<file path="src/inc/sarq_pkg.sv">
/*
 * package for the sar conversion sequencer: widths, codes, timing counts,
 * state encoding and the packed carriers shared by the sequencer, its
 * analog core and the bench.
 * assumes a 100 MHz system clock and an analog core that presents one
 * comparator decision per trial.
 */
package sarq_pkg;

    // ------------------------------------------------------------------
    // widths and codes
    // ------------------------------------------------------------------
    localparam int          NUM_BITS     = 18;                 // elements per array
    localparam logic [17:0] CODE_ZERO    = 18'h00000;          // midscale
    localparam logic [17:0] CODE_POS_FS  = 18'h1ffff;          // clamp high
    localparam logic [17:0] CODE_NEG_FS  = 18'h20000;          // clamp low
    localparam logic [17:0] CODE_RST     = 18'h00000;          // result after reset
    localparam logic [17:0] TRIAL_MSB    = 18'h20000;          // first trial weight

    // ------------------------------------------------------------------
    // timing
    // ------------------------------------------------------------------
    localparam int          CLK_MHZ       = 100;                // system clock rate
    localparam int          RATE_KSPS     = 400;                // highest throughput
    // one full cycle at the top rate, in system clocks (longest time, rounds down)
    localparam int          CYCLE_CLKS    = (CLK_MHZ * 1000) / RATE_KSPS;
    localparam int          SETTLE_NS     = 20;                 // switch settle time
    localparam int          SETTLE_CLKS   = (SETTLE_NS * CLK_MHZ + 999) / 1000;
    // conversion clock divide: a trial must outlast the array register (1 clk),
    // the comparator synchroniser (3 clk) and its agree filter (1 clk)
    localparam int          TRIAL_CLKS    = 8;
    localparam logic [7:0]  SETTLE_CNT    = 8'(SETTLE_CLKS);
    localparam logic [7:0]  TRIAL_CNT     = 8'(TRIAL_CLKS);
    // shortest acquisition so a full cycle fits the top rate
    localparam logic [7:0]  ACQ_CNT       = 8'(CYCLE_CLKS - 3 * SETTLE_CLKS
                                            - NUM_BITS * TRIAL_CLKS);

    // ------------------------------------------------------------------
    // states, one-hot
    // ------------------------------------------------------------------
    typedef enum logic [6:0] {
        ST_ACQ    = 7'h01,   // tracking input, powered down
        ST_OPEN   = 7'h02,   // sample switches opened
        ST_GROUND = 7'h04,   // arrays moved to ground
        ST_TRIAL  = 7'h08,   // bit trials
        ST_FINISH = 7'h10,   // code out, back to acquisition
        ST_IDLE   = 7'h20,   // acquisition done, awaiting edge
        ST_RSVD   = 7'h40    // unused code
    } sarq_state_t;

    // ------------------------------------------------------------------
    // carriers
    // ------------------------------------------------------------------
    typedef struct packed {
        logic        sampleSwitchPos;   // closed = 1
        logic        sampleSwitchNeg;   // closed = 1
        logic        arrayToInput;      // bottom plates on inputs
        logic [17:0] arrayPosRef;       // per element: 1 = ref, 0 = ground
        logic [17:0] arrayNegRef;
        logic        powerUp;           // comparator and bias active
    } sarq_analog_t;

    typedef struct packed {
        logic [17:0] code;     // two's complement result
        logic        done;     // one-cycle end-of-conversion pulse
        logic        busy;     // conversion in progress
    } sarq_result_t;

endpackage

</file>
<file path="src/sarq_sequencer.sv">
/*
 * conversion sequencer of an 18-bit charge-redistribution converter:
 * acquisition, sample switch control, bit trials on an internal conversion
 * clock, offset-binary to two's complement coding, clamping and done/busy.
 * assumes the convert input is an asynchronous pin, the comparator output
 * is asynchronous to clk, and the overrange flags come from the analog core.
 */
`timescale 1ns/1ps

// Notes on behaviour
// - acquisition grounds top plates, bottoms track inputs
// - convert rising edge after acquisition starts conversion
// - open sample switches, then ground arrays
// - two 18-element binary arrays, successive approximation
// - msb first, keep or release each trial
// - last trial: acquire, output code, done pulse
// - up to 400 kSPS, powered down between conversions
// - result belongs to the sample just converted
// - internal conversion clock times trials
// - two's complement output code
// - overrange saturates at 0x1ffff
// - underrange saturates at 0x20000
// - convert edges ignored while converting
module sarq_sequencer (
    // clock and reset
    input  wire logic                 clk,
    input  wire logic                 rst_n,
    // convert pin from the outside party
    input  wire logic                 convertStartInput,
    // analog core
    input  wire logic                 compOut,      // 1 = positive side higher
    input  wire logic                 overRange,    // input above full scale
    input  wire logic                 underRange,   // input below negative full scale
    output sarq_pkg::sarq_analog_t    analog,
    // readout side
    output sarq_pkg::sarq_result_t    result
);
    import sarq_pkg::*;

    // ------------------------------------------------------------------
    // pin synchronisers
    // ------------------------------------------------------------------
    logic [2:0]  cnvSync;      // [0] first stage, read only by [1]
    logic [2:0]  next_cnvSync;
    logic        cnvLevel;     // filtered level
    logic        next_cnvLevel;
    logic [2:0]  cmpSync;
    logic [2:0]  next_cmpSync;
    logic        cmpLevel;
    logic        next_cmpLevel;
    logic        cnvRise;

    // a change counts only when the second and third stages agree
    always_comb begin
        next_cnvSync  = {cnvSync[1:0], convertStartInput};
        next_cmpSync  = {cmpSync[1:0], compOut};
        next_cnvLevel = (cnvSync[1] == cnvSync[2]) ? cnvSync[2] : cnvLevel;
        next_cmpLevel = (cmpSync[1] == cmpSync[2]) ? cmpSync[2] : cmpLevel;
    end

    always_ff @(posedge clk or negedge rst_n) begin
        if (!rst_n) begin
            cnvSync  <= 3'h0;
            cmpSync  <= 3'h0;
            cnvLevel <= 1'b0;
            cmpLevel <= 1'b0;
        end else begin
            cnvSync  <= next_cnvSync;
            cmpSync  <= next_cmpSync;
            cnvLevel <= next_cnvLevel;
            cmpLevel <= next_cmpLevel;
        end
    end

    // rising edge of the filtered convert level
    assign cnvRise = next_cnvLevel & ~cnvLevel;

    // ------------------------------------------------------------------
    // sequencer state
    // ------------------------------------------------------------------
    sarq_state_t state;          // current phase
    sarq_state_t next_state;
    logic [7:0]  timer;          // phase and conversion-clock counter
    logic [7:0]  next_timer;
    logic        trialStart;     // load msb trial
    logic        trialStep;      // conversion clock tick: resolve a bit
    logic [17:0] trialBits;
    logic        lastBit;

    // a tick of the internal conversion clock, derived from clk only
    function automatic logic expired(input logic [7:0] t);
        return (t == 8'h01);
    endfunction

    // phase transitions; the convert pin is looked at only in ST_IDLE
    always_comb begin
        next_state = state;
        next_timer = (timer != 8'h00) ? timer - 8'h01 : 8'h00;
        trialStart = 1'b0;
        trialStep  = 1'b0;
        case (state)
            ST_ACQ: begin
                // acquisition must run its minimum before an edge is taken
                if (expired(timer)) begin
                    next_state = ST_IDLE;
                end
            end
            ST_IDLE: begin
                if (cnvRise) begin
                    next_state = ST_OPEN;
                    next_timer = SETTLE_CNT;
                end
            end
            ST_OPEN: begin
                // switches open first, arrays stay on the inputs
                if (expired(timer)) begin
                    next_state = ST_GROUND;
                    next_timer = SETTLE_CNT;
                end
            end
            ST_GROUND: begin
                if (expired(timer)) begin
                    next_state = ST_TRIAL;
                    next_timer = TRIAL_CNT;
                    trialStart = 1'b1;
                end
            end
            ST_TRIAL: begin
                // each tick of the divided conversion clock decides one bit
                if (expired(timer)) begin
                    trialStep  = 1'b1;
                    next_timer = TRIAL_CNT;
                    if (lastBit) begin
                        next_state = ST_FINISH;
                        next_timer = SETTLE_CNT;
                    end
                end
            end
            ST_FINISH: begin
                next_state = ST_ACQ;
                next_timer = ACQ_CNT;
            end
            default: begin
                next_state = ST_ACQ;
                next_timer = ACQ_CNT;
            end
        endcase
    end

    always_ff @(posedge clk or negedge rst_n) begin
        if (!rst_n) begin
            state <= ST_ACQ;
            timer <= 8'h01;
        end else begin
            state <= next_state;
            timer <= next_timer;
        end
    end

    // ------------------------------------------------------------------
    // bit-trial register
    // ------------------------------------------------------------------
    sarq_trial_reg u_trial (
        .clk       (clk),
        .rst_n     (rst_n),
        .start     (trialStart),
        .step      (trialStep),
        .compHigh  (~cmpLevel),
        .trialBits (trialBits),
        .lastBit   (lastBit)
    );

    // ------------------------------------------------------------------
    // switch drive
    // ------------------------------------------------------------------
    sarq_analog_t next_analog;
    logic         inConv;

    assign inConv = (state == ST_OPEN) || (state == ST_GROUND) || (state == ST_TRIAL);

    // positive array adds the trial, negative array its complement, so
    // both arrays share 18 elements stepping half ref to ref/262144
    always_comb begin
        next_analog                 = '0;
        next_analog.sampleSwitchPos = ~inConv & (next_state != ST_OPEN);
        next_analog.sampleSwitchNeg = ~inConv & (next_state != ST_OPEN);
        next_analog.arrayToInput    = (next_state == ST_ACQ)
                                    || (next_state == ST_IDLE)
                                    || (next_state == ST_OPEN);
        // on the entry edge the trial register still holds the last result,
        // so the arrays stay grounded one more clock instead of showing it
        if ((state == ST_TRIAL) && (next_state == ST_TRIAL)) begin
            next_analog.arrayPosRef = trialBits;
            next_analog.arrayNegRef = ~trialBits;
        end
        // bias is off outside conversion, so power tracks the rate
        next_analog.powerUp = (next_state == ST_OPEN)
                            || (next_state == ST_GROUND)
                            || (next_state == ST_TRIAL);
    end

    always_ff @(posedge clk or negedge rst_n) begin
        if (!rst_n) begin
            analog <= '{sampleSwitchPos: 1'b1, sampleSwitchNeg: 1'b1,
                        arrayToInput: 1'b1, arrayPosRef: 18'h00000,
                        arrayNegRef: 18'h00000, powerUp: 1'b0};
        end else begin
            analog <= next_analog;
        end
    end

    // ------------------------------------------------------------------
    // output code
    // ------------------------------------------------------------------
    sarq_result_t next_result;
    logic [17:0]  finalBits;

    // the lsb decision is folded in on the same step that ends the trials
    assign finalBits = cmpLevel ? trialBits : (trialBits & ~18'h00001);

    // offset binary to two's complement is a flip of the msb
    function automatic logic [17:0] to_twos(input logic [17:0] ob);
        return {~ob[17], ob[16:0]};
    endfunction

    always_comb begin
        next_result      = result;
        next_result.done = 1'b0;
        next_result.busy = (next_state == ST_OPEN) || (next_state == ST_GROUND)
                         || (next_state == ST_TRIAL);
        // code updates only when this very sample finishes, no pipeline
        if (trialStep && lastBit) begin
            next_result.done = 1'b1;
            if (overRange) begin
                next_result.code = CODE_POS_FS;
            end else if (underRange) begin
                next_result.code = CODE_NEG_FS;
            end else begin
                next_result.code = to_twos(finalBits);
            end
        end
        // otherwise the held code stands for the readout port
    end

    always_ff @(posedge clk or negedge rst_n) begin
        if (!rst_n) begin
            result <= '{code: CODE_RST, done: 1'b0, busy: 1'b0};
        end else begin
            result <= next_result;
        end
    end

    // convert edges outside ST_IDLE fall through the case above

endmodule

</file>
<file path="src/sarq_trial_reg.sv">
/*
 * successive-approximation register: holds the trial mask and the
 * decided bits, moves one weight down per step.
 * assumes the sequencer gives start, step and the comparator decision on
 * the same clock.
 */
`timescale 1ns/1ps
module sarq_trial_reg (
    // clock and reset
    input  wire logic        clk,
    input  wire logic        rst_n,
    // control
    input  wire logic        start,      // load msb trial
    input  wire logic        step,       // resolve current bit
    input  wire logic        compHigh,   // 1 = trial overshot, release it
    // state
    output logic [17:0]      trialBits,  // bits driven to the array now
    output logic             lastBit     // current trial is the lsb
);
    import sarq_pkg::*;

    // ------------------------------------------------------------------
    // registers
    // ------------------------------------------------------------------
    logic [17:0] mask;          // weight under trial
    logic [17:0] next_mask;
    logic [17:0] next_trialBits;

    // next trial: keep or drop the bit, then add the next weight
    always_comb begin
        next_mask      = mask;
        next_trialBits = trialBits;
        if (start) begin
            next_mask      = TRIAL_MSB;
            next_trialBits = TRIAL_MSB;
        end else if (step) begin
            next_mask      = mask >> 1;
            // release on overshoot, so the comparator walks back to balance
            next_trialBits = (compHigh ? (trialBits & ~mask) : trialBits)
                           | (mask >> 1);
        end
    end

    always_ff @(posedge clk or negedge rst_n) begin
        if (!rst_n) begin
            mask      <= 18'h00000;
            trialBits <= 18'h00000;
        end else begin
            mask      <= next_mask;
            trialBits <= next_trialBits;
        end
    end

    assign lastBit = mask[0];

endmodule
</file>
<file path="config.mk">
export PLATFORM = sky130hd
export DESIGN_NAME = sarq_sequencer
export DESIGN_NICKNAME = d
export VERILOG_FILES = /design/src/inc/sarq_pkg.sv /design/src/sarq_sequencer.sv /design/src/sarq_trial_reg.sv
export SDC_FILE = /design/constraint.sdc
export NUM_CORES = 1
export LEC_CHECK = 0
export BUFFER_PORTS_ARGS = -buffer_cell sky130_fd_sc_hd__clkbuf_2
export CAP_MARGIN = 10
export CORE_UTILIZATION = 25
export DETAILED_ROUTE_END_ITERATION = 6
export GPL_TIMING_DRIVEN = 0
export PLACE_DENSITY = 0.49
export SLEW_MARGIN = 20
export SYNTH_ARGS = -nofsm -noshare
export SYNTH_HDL_FRONTEND = slang
export SYNTH_HIERARCHICAL = 1
export SYNTH_SLANG_ARGS = --single-unit
export TNS_END_PERCENT = 1
</file>
<file path="constraint.sdc">
create_clock -name clk -period 1.9 [get_ports clk]
set_input_delay 0 -clock clk [delete_from_list [all_inputs] [get_ports clk]]
set_output_delay 0 -clock clk [all_outputs]
set_load 0.02 [all_outputs]
</file>
==> qor.csv, run 1 <==
stage;metric;value;unit
yosys;Synth warnings;6;
final_layout;Nets;556;
timing;final setup violation count;1;
drt;DRT Wirelength;12.40;mm
worst_setup_path;Crit. End Element;register;
drt;DRT iter0 DRCs;197;
die;IO Count;66;
final_layout;commonest non-fill, non-tap cells in the layout;110 x dfrtp_1, 63 x clkbuf_2, 57 x a21oi_1;
worst_setup_path;Crit path arrival time;2.20;ns
power;Clock Power Share;0.535;
worst_hold_path;Worst Hold End;result[19];
yosys;synthesized cell area;4928;um2
outcome;failing checks;setup timing;
grt;gr ovfl total;0;
power;Total Power;6.104;mW
placement;DP Wirelength;8.236;mm
drt;Via density;4.447;
yosys;sequential cell area fraction in the yosys report;0.5951;
yosys;syn avg cell area;11.28;um2
grt;initial antenna violation count;0;
timing;Slew Limit Fails;0;
die;DIE HEIGHT;142.4;um
worst_hold_path;min-delay src;underRange;
final_layout;Synth-to-Final Area Change;35.57;%
die;Initial Util;0.2591;
clocking;TritonCTS Sinks;117;
worst_hold_path;cell count of the worst hold path;5;
yosys;top cells by area, synth;dfrtp_1 57%, a21oi_1 5.8%, mux2i_1 3.5%;
grt;first-pass GRT wire length;20.04;mm
outcome;outcome;finished, violations left;
final_layout;ANT cells;0;
drt;WL/cell;15.14;um
drt;via count;3642;
timing;period utilization;1.009;
placement;post-place instance area;5613;um2
grt;Total GRT Usage;0.1314;
worst_setup_path;CP max FO;3;
worst_setup_path;R2R depth;7;
yosys;top_reg_cell synth;dfrtp_1;
final_layout;final instance area;6681;um2
placement;GP Congestion;0.7766;
job;maxcap violations;0;
power;logic gate share of total power;0.044;
timing;Max Clk Rate;0.5217;GHz
yosys;Post-Syn Instances;437;
timing;hold slack;0.09877;ns
drt;Routed Antenna Nets;0;
yosys;Yosys cell types;50;
grt;pin count of the biggest net entering global routing;63;
yosys;post-synth top area share;0.5737;
worst_setup_path;Critical R2R Capture;result[0];
yosys;asr flop ratio synth;1.000;
final_layout;commonest non-fill, non-tap cell in the layout;dfrtp_1;
worst_setup_path;R2R Path Start;timer[2];
timing;RSZ-0062 raised after global routing;true;
final_layout;share of cells above drive strength 1;0.3327;
power;Int Pwr;4.812;mW
die;# rows;50;
clocking;clock latency on the worst-skew pair;0.42;ns
power;register share of total power;0.421;
worst_setup_path;Worst EP required;2.18;ns
yosys;Yosys top cell by area;dfrtp_1;
power;sw power;1.292;mW
die;Core Region;19020;um2
power;maximum vdd drop;0.0005721;V
clocking;# H-tree levels;4;
power;static leakage;3.148;nW
clocking;clock buffer count from CTS;17;
clocking;CTS tree;built;
timing;Clock Skew;0.01366;ns
grt;vias in the first global route;3771;
placement;Port Buf Inserts;64;
drt;drt pass-1 iters;4;
worst_hold_path;Hold Crit Class;in -> reg;
worst_setup_path;FF-to-FF setup slack;-0.02;ns
clocking;Root Driver;clkbuf_16;
clocking;clock transition at the registers of the reported paths;0.05;ns
die;Die Area;20280;um2
yosys;flops & latches, synth;117;
clocking;Longest Clk Path Bufs;2;
power;Sw Share;0.2117;
die;Die Span X;142.4;um
worst_setup_path;Crit Path Class;reg -> reg;
yosys;Post-synth EDFFs;0;
timing;Fin. Hold Viols;0;
drt;DRC Markers;0;
power;pwr dens;913.6;nW/um2
yosys;Mapped Nets;446;
timing;Final Critical Period;1.917;ns
timing;slack of the critical path;-0.01673;ns
worst_setup_path;CP Launch Type;register;
==> worst max-delay path by stage <==
stage,cells after the start,end,start,slack [ns]
floorplan,7,u_trial/mask[0],state[5],-0.09
global placement,1,cnvLevel,rst_n,-0.94
detailed placement,7,u_trial/mask[5],state[5],-0.56
CTS,9,u_trial/trialBits[12],state[2],-0.02
global route,7,result[0],timer[2],-0.09
finish,7,result[0],timer[2],-0.02
==> power groups by stage <==
| stage | combinational, mW | clock [mW] | sequential [mW] |
|---|---|---|---|
| floorplan | 0.132 | 0 | 2.60 |
| detailed placement | 0.236 | 0 | 2.61 |
| global route | 0.300 | 3.46 | 2.57 |
| global placement | 0.218 | 0 | 2.61 |
| CTS | 0.257 | 3.32 | 2.57 |
| finish | 0.268 | 3.27 | 2.57 |
==> critical path: stages, from the launching register on <==
cell and delay [ns]:
dfrtp_2 0.42, nor4_4 0.34, and3_4 0.26, buf_6 0.09
buf_4 0.11, nor2_1 0.04, o21a_1 0.18, or3_1 0.35
==> what timing repair did <==
item                                    4_1_cts  5_1_grt
gates cloned                                  1        2
resized for setup                            32       31
hold buffers                                  3        0
endpoints found under the setup margin       58       69
endpoints found under the hold margin       114        0
setup buffers                                16        8
pin swaps                                    12       17
==> sequential cells by signal, summed over array words and instances (netlist names) <==
name	cells
cnvSync	3
cmpSync	3
result	20
analog	38
cnvLevel	1
cmpLevel	1
timer	8
u_trial/mask	18
state	7
u_trial/trialBits	18
==> metrics by stage <==
| step | worst slack, ns | cells | util | setup TNS, ns |
|---|---|---|---|---|
| 6_report | -0.01673 | 819 | 0.3513 | -0.01673 |
| 5_1_grt | -0.09432 | 819 | 0.3513 | -1.645 |
| 4_1_cts | -0.02142 | 811 | 0.3428 | -0.06242 |
| 3_5_place_dp | -0.5644 | 762 | 0.2951 | -16.94 |
| 3_3_place_gp | -0.9358 | 761 | 0.2932 | -121.93 |
| 2_1_floorplan | -0.08618 | 437 | - | -1.387 |
==> routing by layer <==
| metal | GRT usage | up-vias | wire length, um |
|---|---|---|---|
| li1 | - | 1722 | - |
| met1 | 0.1681 | 1831 | 5768 |
| met2 | 0.2087 | 71 | 5998 |
| met3 | 0.02826 | 18 | 394 |
| met4 | 0.06735 | 0 | 237 |
| met5 | 0 | - | 0 |
==> area by class of cell <==
| type | count | area, um2 |
|---|---|---|
| buffer | 23 | 245.2 |
| clock buffer | 22 | 484.2 |
| clock inverter | 9 | 125.1 |
| fill | 1917 | 12340 |
| inverter | 23 | 86.33 |
| multi-input combinational | 270 | 1804 |
| sequential | 117 | 2937 |
| tap | 260 | 325.3 |
| timing repair buffer | 95 | 674.4 |
==> cell usage after synthesis (all sizes together), types with 5 or more instances <==
master and instances:
dfrtp 113, a21oi 58, nor2 36, nand2 30, and2 22, inv 22, nand2b 21, buf 19
a311oi 18, mux2i 17, o21ai 11, clkbuf 8, nand3 8, nor3 6, and3 5
==> cell families (layout without fill, tap and decap cells) <==
| kind of cell | count (synthesis) | in the layout | share of synthesized area |
|---|---|---|---|
| multiplexers | 17 | 17 | 0.03453 |
| AO/OA/AOI/OAI | 103 | 103 | 0.1427 |
| flip-flops | 117 | 117 | 0.5951 |
| AND/OR/NAND/NOR | 137 | 137 | 0.1480 |
| buffers and inverters | 50 | 172 | 0.05509 |
| adder cells (fa/ha/maj) | 4 | 4 | 0.009648 |
| XOR/XNOR | 8 | 8 | 0.01422 |
| other | 1 | 1 | 0.0007609 |
(Power assumes the default switching activity.)
==> run 2: changes to the inputs <==
- ABC_AREA: not set -> 1
- PLACE_DENSITY: 0.49 -> 0.5
==> run 2 against run 1 <==
Net effect: count of clock-buffer cells in the layout decreased by 2; largest power group unchanged; the flow now finishes without violations; highest routed layer unchanged; synthesized area decreased by 1.7%; via count decreased by 1.0%; flip-flop and latch count unchanged; wire length decreased by 9.7%; critical path type unchanged.
==> qor.csv, run 2 <==
stage;metric;value;unit;change
outcome;outcome;completed;;
clocking;TritonCTS Sinks;117;;unchanged
grt;gr ovfl total;0;;unchanged
worst_setup_path;crit path max-delay cell type;dfstp_2;;
timing;Clock Skew;0.01081;ns;-0.002850 ns
clocking;Longest Clk Path Bufs;2;;unchanged
final_layout;commonest non-fill, non-tap cells in the layout;143 x nand2_1, 113 x dfrtp_1, 70 x nor2_1;;
worst_setup_path;CP delay by family, top;flip-flops;;
timing;period utilization;0.9421;;-0.06669
worst_setup_path;CP max FO;10;;+7
die;DIE HEIGHT;141.2;um;-0.83%
yosys;asr flop ratio synth;1.000;;unchanged
worst_setup_path;Crit Path Class;reg -> reg;;
power;register share of total power;0.420;;about the same
power;pwr dens;976.4;nW/um2;+6.9%
worst_setup_path;Crit. End Element;register;;
clocking;CTS tree;built;;
die;Die Area;19940;um2;-1.7%
yosys;top_reg_cell synth;dfrtp_1;;
final_layout;ANT cells;0;;unchanged
final_layout;max FFs per register;38;;unchanged
placement;DP Wirelength;7.755;mm;-5.8%
final_layout;Synth-to-Final Area Change;28.79;%;
yosys;Synth warnings;6;;unchanged
die;Die Span X;141.2;um;-0.83%
timing;slack of the critical path;0.1100;ns;+0.1267 ns
power;static leakage;3.299;nW;+4.8%
grt;vias in the first global route;3623;;-3.9%
yosys;Mapped Nets;529;;+19%
power;Int Pwr;4.818;mW;+0.11%
timing;Slew Limit Fails;0;;unchanged
timing;Fin. Hold Viols;0;;unchanged
final_layout;commonest non-fill, non-tap cell in the layout;nand2_1;;
drt;DRT iter0 DRCs;202;;+2.5%
die;Core Region;18830;um2;-0.99%
yosys;Yosys top cell by area;dfrtp_1;;
drt;DRC Markers;0;;unchanged
yosys;flops & latches, synth;117;;unchanged
power;sw power;1.276;mW;-1.2%
yosys;synthesized cell area;4846;um2;-1.7%
final_layout;Most flops, register;analog;;
grt;Total GRT Usage;0.1212;;-0.01020
timing;Max Clk Rate;0.5587;GHz;+7.1%
worst_hold_path;Hold Crit Class;in -> async;;
yosys;syn avg cell area;9.319;um2;-17%
final_layout;top flop regs;analog x38, result x20;;
die;# rows;50;;unchanged
drt;WL/cell;12.66;um;-16%
clocking;clock buffer count from CTS;17;;unchanged
worst_setup_path;crit-path cells;ha_1, nand2_2, nor2_8, inv_4, nor2_4, buf_8, nor2_8, buf_8, nand2_1, nand2_1;;
timing;hold slack;0.05458;ns;-0.04420 ns
yosys;Post-synth EDFFs;0;;unchanged
timing;final setup violation count;0;;-1
yosys;Synth top cells by count;143 x nand2_1, 113 x dfrtp_1, 71 x nor2_1;;
yosys;Post-Syn Instances;520;;+19%
power;logic gate share of total power;0.041;;-0.003
yosys;top cells by area, synth;dfrtp_1 58%, nand2_1 11%, nor2_1 5.5%;;
final_layout;share of cells above drive strength 1;0.2324;;-0.1004
worst_setup_path;Worst EP required;2.18;ns;about the same
clocking;Root Driver;clkbuf_16;;
yosys;Yosys cell types;33;;-34%
grt;pin count of the biggest net entering global routing;90;;+43%
power;Clock Power Share;0.538;;+0.003
worst_setup_path;Largest stage delay, worst path;0.56;ns;+0.14 ns
die;IO Count;66;;unchanged
timing;RSZ-0062 raised after global routing;true;;
worst_setup_path;Crit path arrival time;2.07;ns;-0.13 ns
placement;Port Buf Inserts;64;;unchanged
clocking;clock latency on the worst-skew pair;0.41;ns;about the same
drt;DRT Wirelength;11.19;mm;-9.7%
yosys;most frequent cell after synthesis;nand2_1;;
worst_setup_path;Buffers & Inverters on Critical Path;3;;+1
final_layout;Nets;621;;+12%
yosys;sequential cell area fraction in the yosys report;0.6052;;+0.01014
job;maxcap violations;0;;unchanged
clocking;clock transition at the registers of the reported paths;0.05;ns;about the same
die;Initial Util;0.2573;;-0.001803
drt;Routed Antenna Nets;0;;unchanged
power;maximum vdd drop;0.0003682;V;-36%
placement;worst slack, placed;-0.2578;ns;+0.3065 ns
timing;Final Critical Period;1.790;ns;-0.1267 ns
yosys;post-synth top area share;0.5835;;+0.009777
clocking;# H-tree levels;4;;unchanged
worst_setup_path;CP Launch Type;register;;
placement;GP Congestion;0.8478;;+9.2%
grt;first-pass GRT wire length;18.62;mm;-7.1%
grt;initial antenna violation count;0;;unchanged
drt;Via density;4.078;;-8.3%
drt;drt pass-1 iters;4;;unchanged
drt;via count;3605;;-1.0%
power;Sw Share;0.2094;;-0.002254
-- run 2: logic make-up (layout without fill, tap and decap cells) --
family,count (synthesis),after routing,share of synthesized area
compound gates,48,48,0.05964
xor+xnor,5,5,0.009037
fa+ha+maj,5,5,0.01188
buf+inv,84,188,0.08417
flops,117,117,0.6052
other cells,1,1,0.0007739
simple gates,260,260,0.2293
-- run 2: worst paths after layout --
| kind | endpoint | slack (ns) | from | depth (start not counted) |
|---|---|---|---|---|
| max | u_trial/mask[2] | 0.11 | timer[0] | 10 |
| min | analog[32] | 0.05 | rst_n | 2 |
| max reg2reg | u_trial/mask[2] | 0.11 | timer[0] | 10 |
| min reg2reg | cmpSync[1] | 0.34 | cmpSync[0] | 0 |
| max in group asynchronous | analog[37] | 1.12 | rst_n | 3 |
| min in group clk | result[11] | 0.11 | overRange | 3 |
-- run 2: layout make-up --
type                    count  area, um2
plain buffers              20      187.7
clock buffers              20      446.7
clock inverters            11      157.7
fillers                  1908      12590
inverters                  64      242.7
multi-input cells         319       1518
flip-flops and latches    117       2933
well taps                 260      325.3
repair buffers             73      430.4
-- run 2: routing by layer --
layer	GRT usage	part of all wire
met4	0.04977	0.013
met1	0.1627	0.47
met3	0.02853	0.045
met5	0	0
met2	0.1873	0.47
-- run 2: timing repair --
item | CTS | global route
setup endpoints to repair | 36 | 18
pin swaps | 4 | 1
setup buffers | 4 | 0
hold endpoints to repair | 116 | 0
gates resized for setup | 5 | 5
hold buffers | 4 | 0
-- run 2: power groups by stage --
| stage | combinational, mW | sequential [mW] | clock (mW) |
|---|---|---|---|
| after floorplan | 0.148 | 2.60 | 0 |
| after global placement | 0.231 | 2.60 | 0 |
| after global routing | 0.292 | 2.56 | 3.46 |
| after detailed placement | 0.247 | 2.60 | 0 |
| final | 0.252 | 2.56 | 3.28 |
| after CTS | 0.258 | 2.56 | 3.36 |
-- run 2: through the flow --
step	TNS, ns	utilization	power (mW)	cell area, um2	instances
detailed placement	-6.370	0.2936	2.850	5528	845
floorplan	0	-	2.743	4846	520
global route	-0.01667	0.3314	6.321	6241	884
global placement	-105.76	0.2916	2.834	5492	844
finish	0	0.3314	6.094	6241	884
CTS	0	0.3304	6.174	6221	884
==> run 3: changes to the inputs <==
- CTS_CLUSTER_DIAMETER: not set -> 200
- PLACE_DENSITY: 0.5 -> 0.48
- clock period: 1.9 -> 1.8 ns (I/O delays scaled with it)
==> run 3 against run 2 <==
Net effect: via count rose by 2.7%; clock skew fell by 0.0020 ns; highest routed layer unchanged; cell area rose by 1.5%.
==> qor.csv, run 3 (same netlist as run 2, synthesis figures left out) <==
stage;metric;value;unit;change
grt;pin count of the biggest net entering global routing;91;;+1.1%
worst_hold_path;Hold Crit Class;in -> async;;
drt;Routed Antenna Nets;0;;unchanged
placement;DP Wirelength;8.112;mm;+4.6%
final_layout;Synth-to-Final Area Change;30.67;%;
power;pwr dens;1021;nW/um2;+4.5%
clocking;clock transition at the registers of the reported paths;0.06;ns;about the same
final_layout;Nets;629;;+1.3%
timing;Final Critical Period;1.730;ns;-0.06034 ns
grt;first-pass GRT wire length;19.45;mm;+4.5%
outcome;outcome;completed;;
die;Core Region;18830;um2;unchanged
drt;DRC Markers;0;;unchanged
timing;period utilization;0.9609;;+0.01882
timing;Fin. Hold Viols;0;;unchanged
worst_setup_path;CP max FO;10;;unchanged
placement;Port Buf Inserts;64;;unchanged
drt;Via density;4.146;;+1.7%
final_layout;post-layout util;0.3363;;+0.004850
final_layout;fin cells;893;;+1.0%
worst_setup_path;Critical R2R Capture;u_trial/mask[8];;
worst_setup_path;R2R depth;10;;unchanged
clocking;TritonCTS Sinks;117;;unchanged
worst_setup_path;Crit path arrival time;2.02;ns;-0.05 ns
clocking;# H-tree levels;4;;unchanged
final_layout;ANT cells;0;;unchanged
grt;initial antenna violation count;0;;unchanged
job;maxcap violations;0;;unchanged
final_layout;Most flops, register;analog;;
worst_setup_path;Crit Path Class;reg -> reg;;
timing;final setup TNS;0;ns;unchanged
timing;Max Clk Rate;0.5781;GHz;+3.5%
timing;Slew Limit Fails;0;;unchanged
worst_setup_path;Worst EP required;2.09;ns;-0.09 ns
grt;gr ovfl total;0;;unchanged
worst_setup_path;crit path capture;u_trial/mask[8];;
final_layout;top flop regs;analog x38, result x20;;
die;Initial Util;0.2573;;unchanged
worst_setup_path;FF-to-FF setup slack;0.07;ns;-0.04 ns
final_layout;max FFs per register;38;;unchanged
worst_setup_path;Critical Path Start;timer[5];;
grt;Total GRT Usage;0.1277;;+0.006471
die;Die Span X;141.2;um;unchanged
drt;drt pass-1 iters;4;;unchanged
placement;GP Congestion;0.8204;;-3.2%
drt;DRT iter0 DRCs;214;;+5.9%
timing;final setup violation count;0;;unchanged
drt;WL/cell;13.14;um;+3.8%
placement;Placed Cells;845;;unchanged
timing;RSZ-0062 raised after global routing;true;;
worst_setup_path;CP Launch Type;register;;
worst_setup_path;Crit. End Element;register;;
timing;Clock Skew;0.008765;ns;-0.002048 ns
timing;Slew HR;0.6380;;
final_layout;share of cells above drive strength 1;0.2512;;+0.01881
die;# rows;50;;unchanged
power;static leakage;3.337;nW;+1.1%
clocking;CTS tree;built;;
power;maximum vdd drop;0.0005702;V;+55%
clocking;Root Driver;clkbuf_16;;
drt;via count;3702;;+2.7%
worst_setup_path;R2R Path Start;timer[5];;
clocking;clock buffer count from CTS;17;;unchanged
timing;worst slew pin tran;0.5431;ns;
final_layout;commonest non-fill, non-tap cells in the layout;141 x nand2_1, 113 x dfrtp_1, 69 x nor2_1;;
clocking;clock latency on the worst-skew pair;0.41;ns;about the same
final_layout;commonest non-fill, non-tap cell in the layout;nand2_1;;
clocking;Longest Clk Path Bufs;2;;unchanged
grt;vias in the first global route;3739;;+3.2%
drt;DRT Wirelength;11.74;mm;+4.9%
die;Die Area;19940;um2;unchanged
die;IO Count;66;;unchanged
die;DIE HEIGHT;141.2;um;unchanged
## run 3: changes by cell type in the layout (fill, tap and decap cells not counted), sizes merged
cell      delta
buf          +8
bufinv       -1
clkbuf       +1
clkinv       -4
clkinvlp     +3
inv          +2
## run 3: worst min-delay path by stage
stage                        from         end  slack (ns)  depth (start not counted)
final                       rst_n  analog[32]        0.06                          2
after floorplan             rst_n  analog[10]       -0.30                          0
after detailed placement    rst_n  analog[29]        -0.1                          1
after CTS                   rst_n  analog[32]        0.02                          2
after global placement    compOut  cmpSync[0]        0.12                          1
after global routing        rst_n  analog[32]        0.07                          2
## run 3: power by group
part / switching (mW) / total [mW] / internal (mW)
Combinational: 0.179 / 0.269 / 0.0901
Clock: 1.20 / 3.49 / 2.29
Sequential: 0.0303 / 2.70 / 2.67
Total: 1.41 / 6.46 / 5.05
## run 3: critical path, cell delays in order (launching register included)
cell,delay [ns]
dfrtp_1,0.41
nor2_1,0.20
nand2_2,0.13
nor2_8,0.16
inv_6,0.06
nor2_4,0.15
buf_8,0.17
nor2_8,0.07
buf_8,0.14
nand2_1,0.06
nand2_1,0.06
## run 3: cell type report
cell class | count | area [um2]
flip-flops and latches | 117 | 2933
inverters | 64 | 245.2
plain buffers | 20 | 191.4
clock buffers | 21 | 470.5
multi-input cells | 319 | 1525
repair buffers | 81 | 494.2
clock inverters | 11 | 147.6
well taps | 260 | 325.3
fillers | 1930 | 12500
## run 3: stage by stage
step	setup WS, ns	power, mW	cell area [um2]	hold slack, ns
finish	0.07032	6.463	6332	0.05765
global route	-0.03401	6.710	6332	0.07250
CTS	0.02865	6.541	6291	0.02205
detailed placement	-0.2240	3.008	5530	-0.09850
global placement	-0.9921	2.992	5494	0.1160
floorplan	0.01987	2.895	4848	-0.2956
## run 3: what timing repair did
action                                  CTS  global route
gates cloned                              1             0
pin swaps                                 4             2
hold buffers                              4             0
endpoints found under the setup margin   37            67
setup buffers                             8             3
endpoints found under the hold margin   116             0
resized for setup                        11             6
## run 3: per-layer routing
| layer | GRT usage | wire length [um] | up-vias |
|---|---|---|---|
| met1 | 0.1674 | 5476 | 1802 |
| li1 | - | - | 1800 |
| met2 | 0.2011 | 5603 | 85 |
| met4 | 0.05721 | 207 | 0 |
| met5 | 0 | 0 | - |
| met3 | 0.02853 | 448 | 15 |
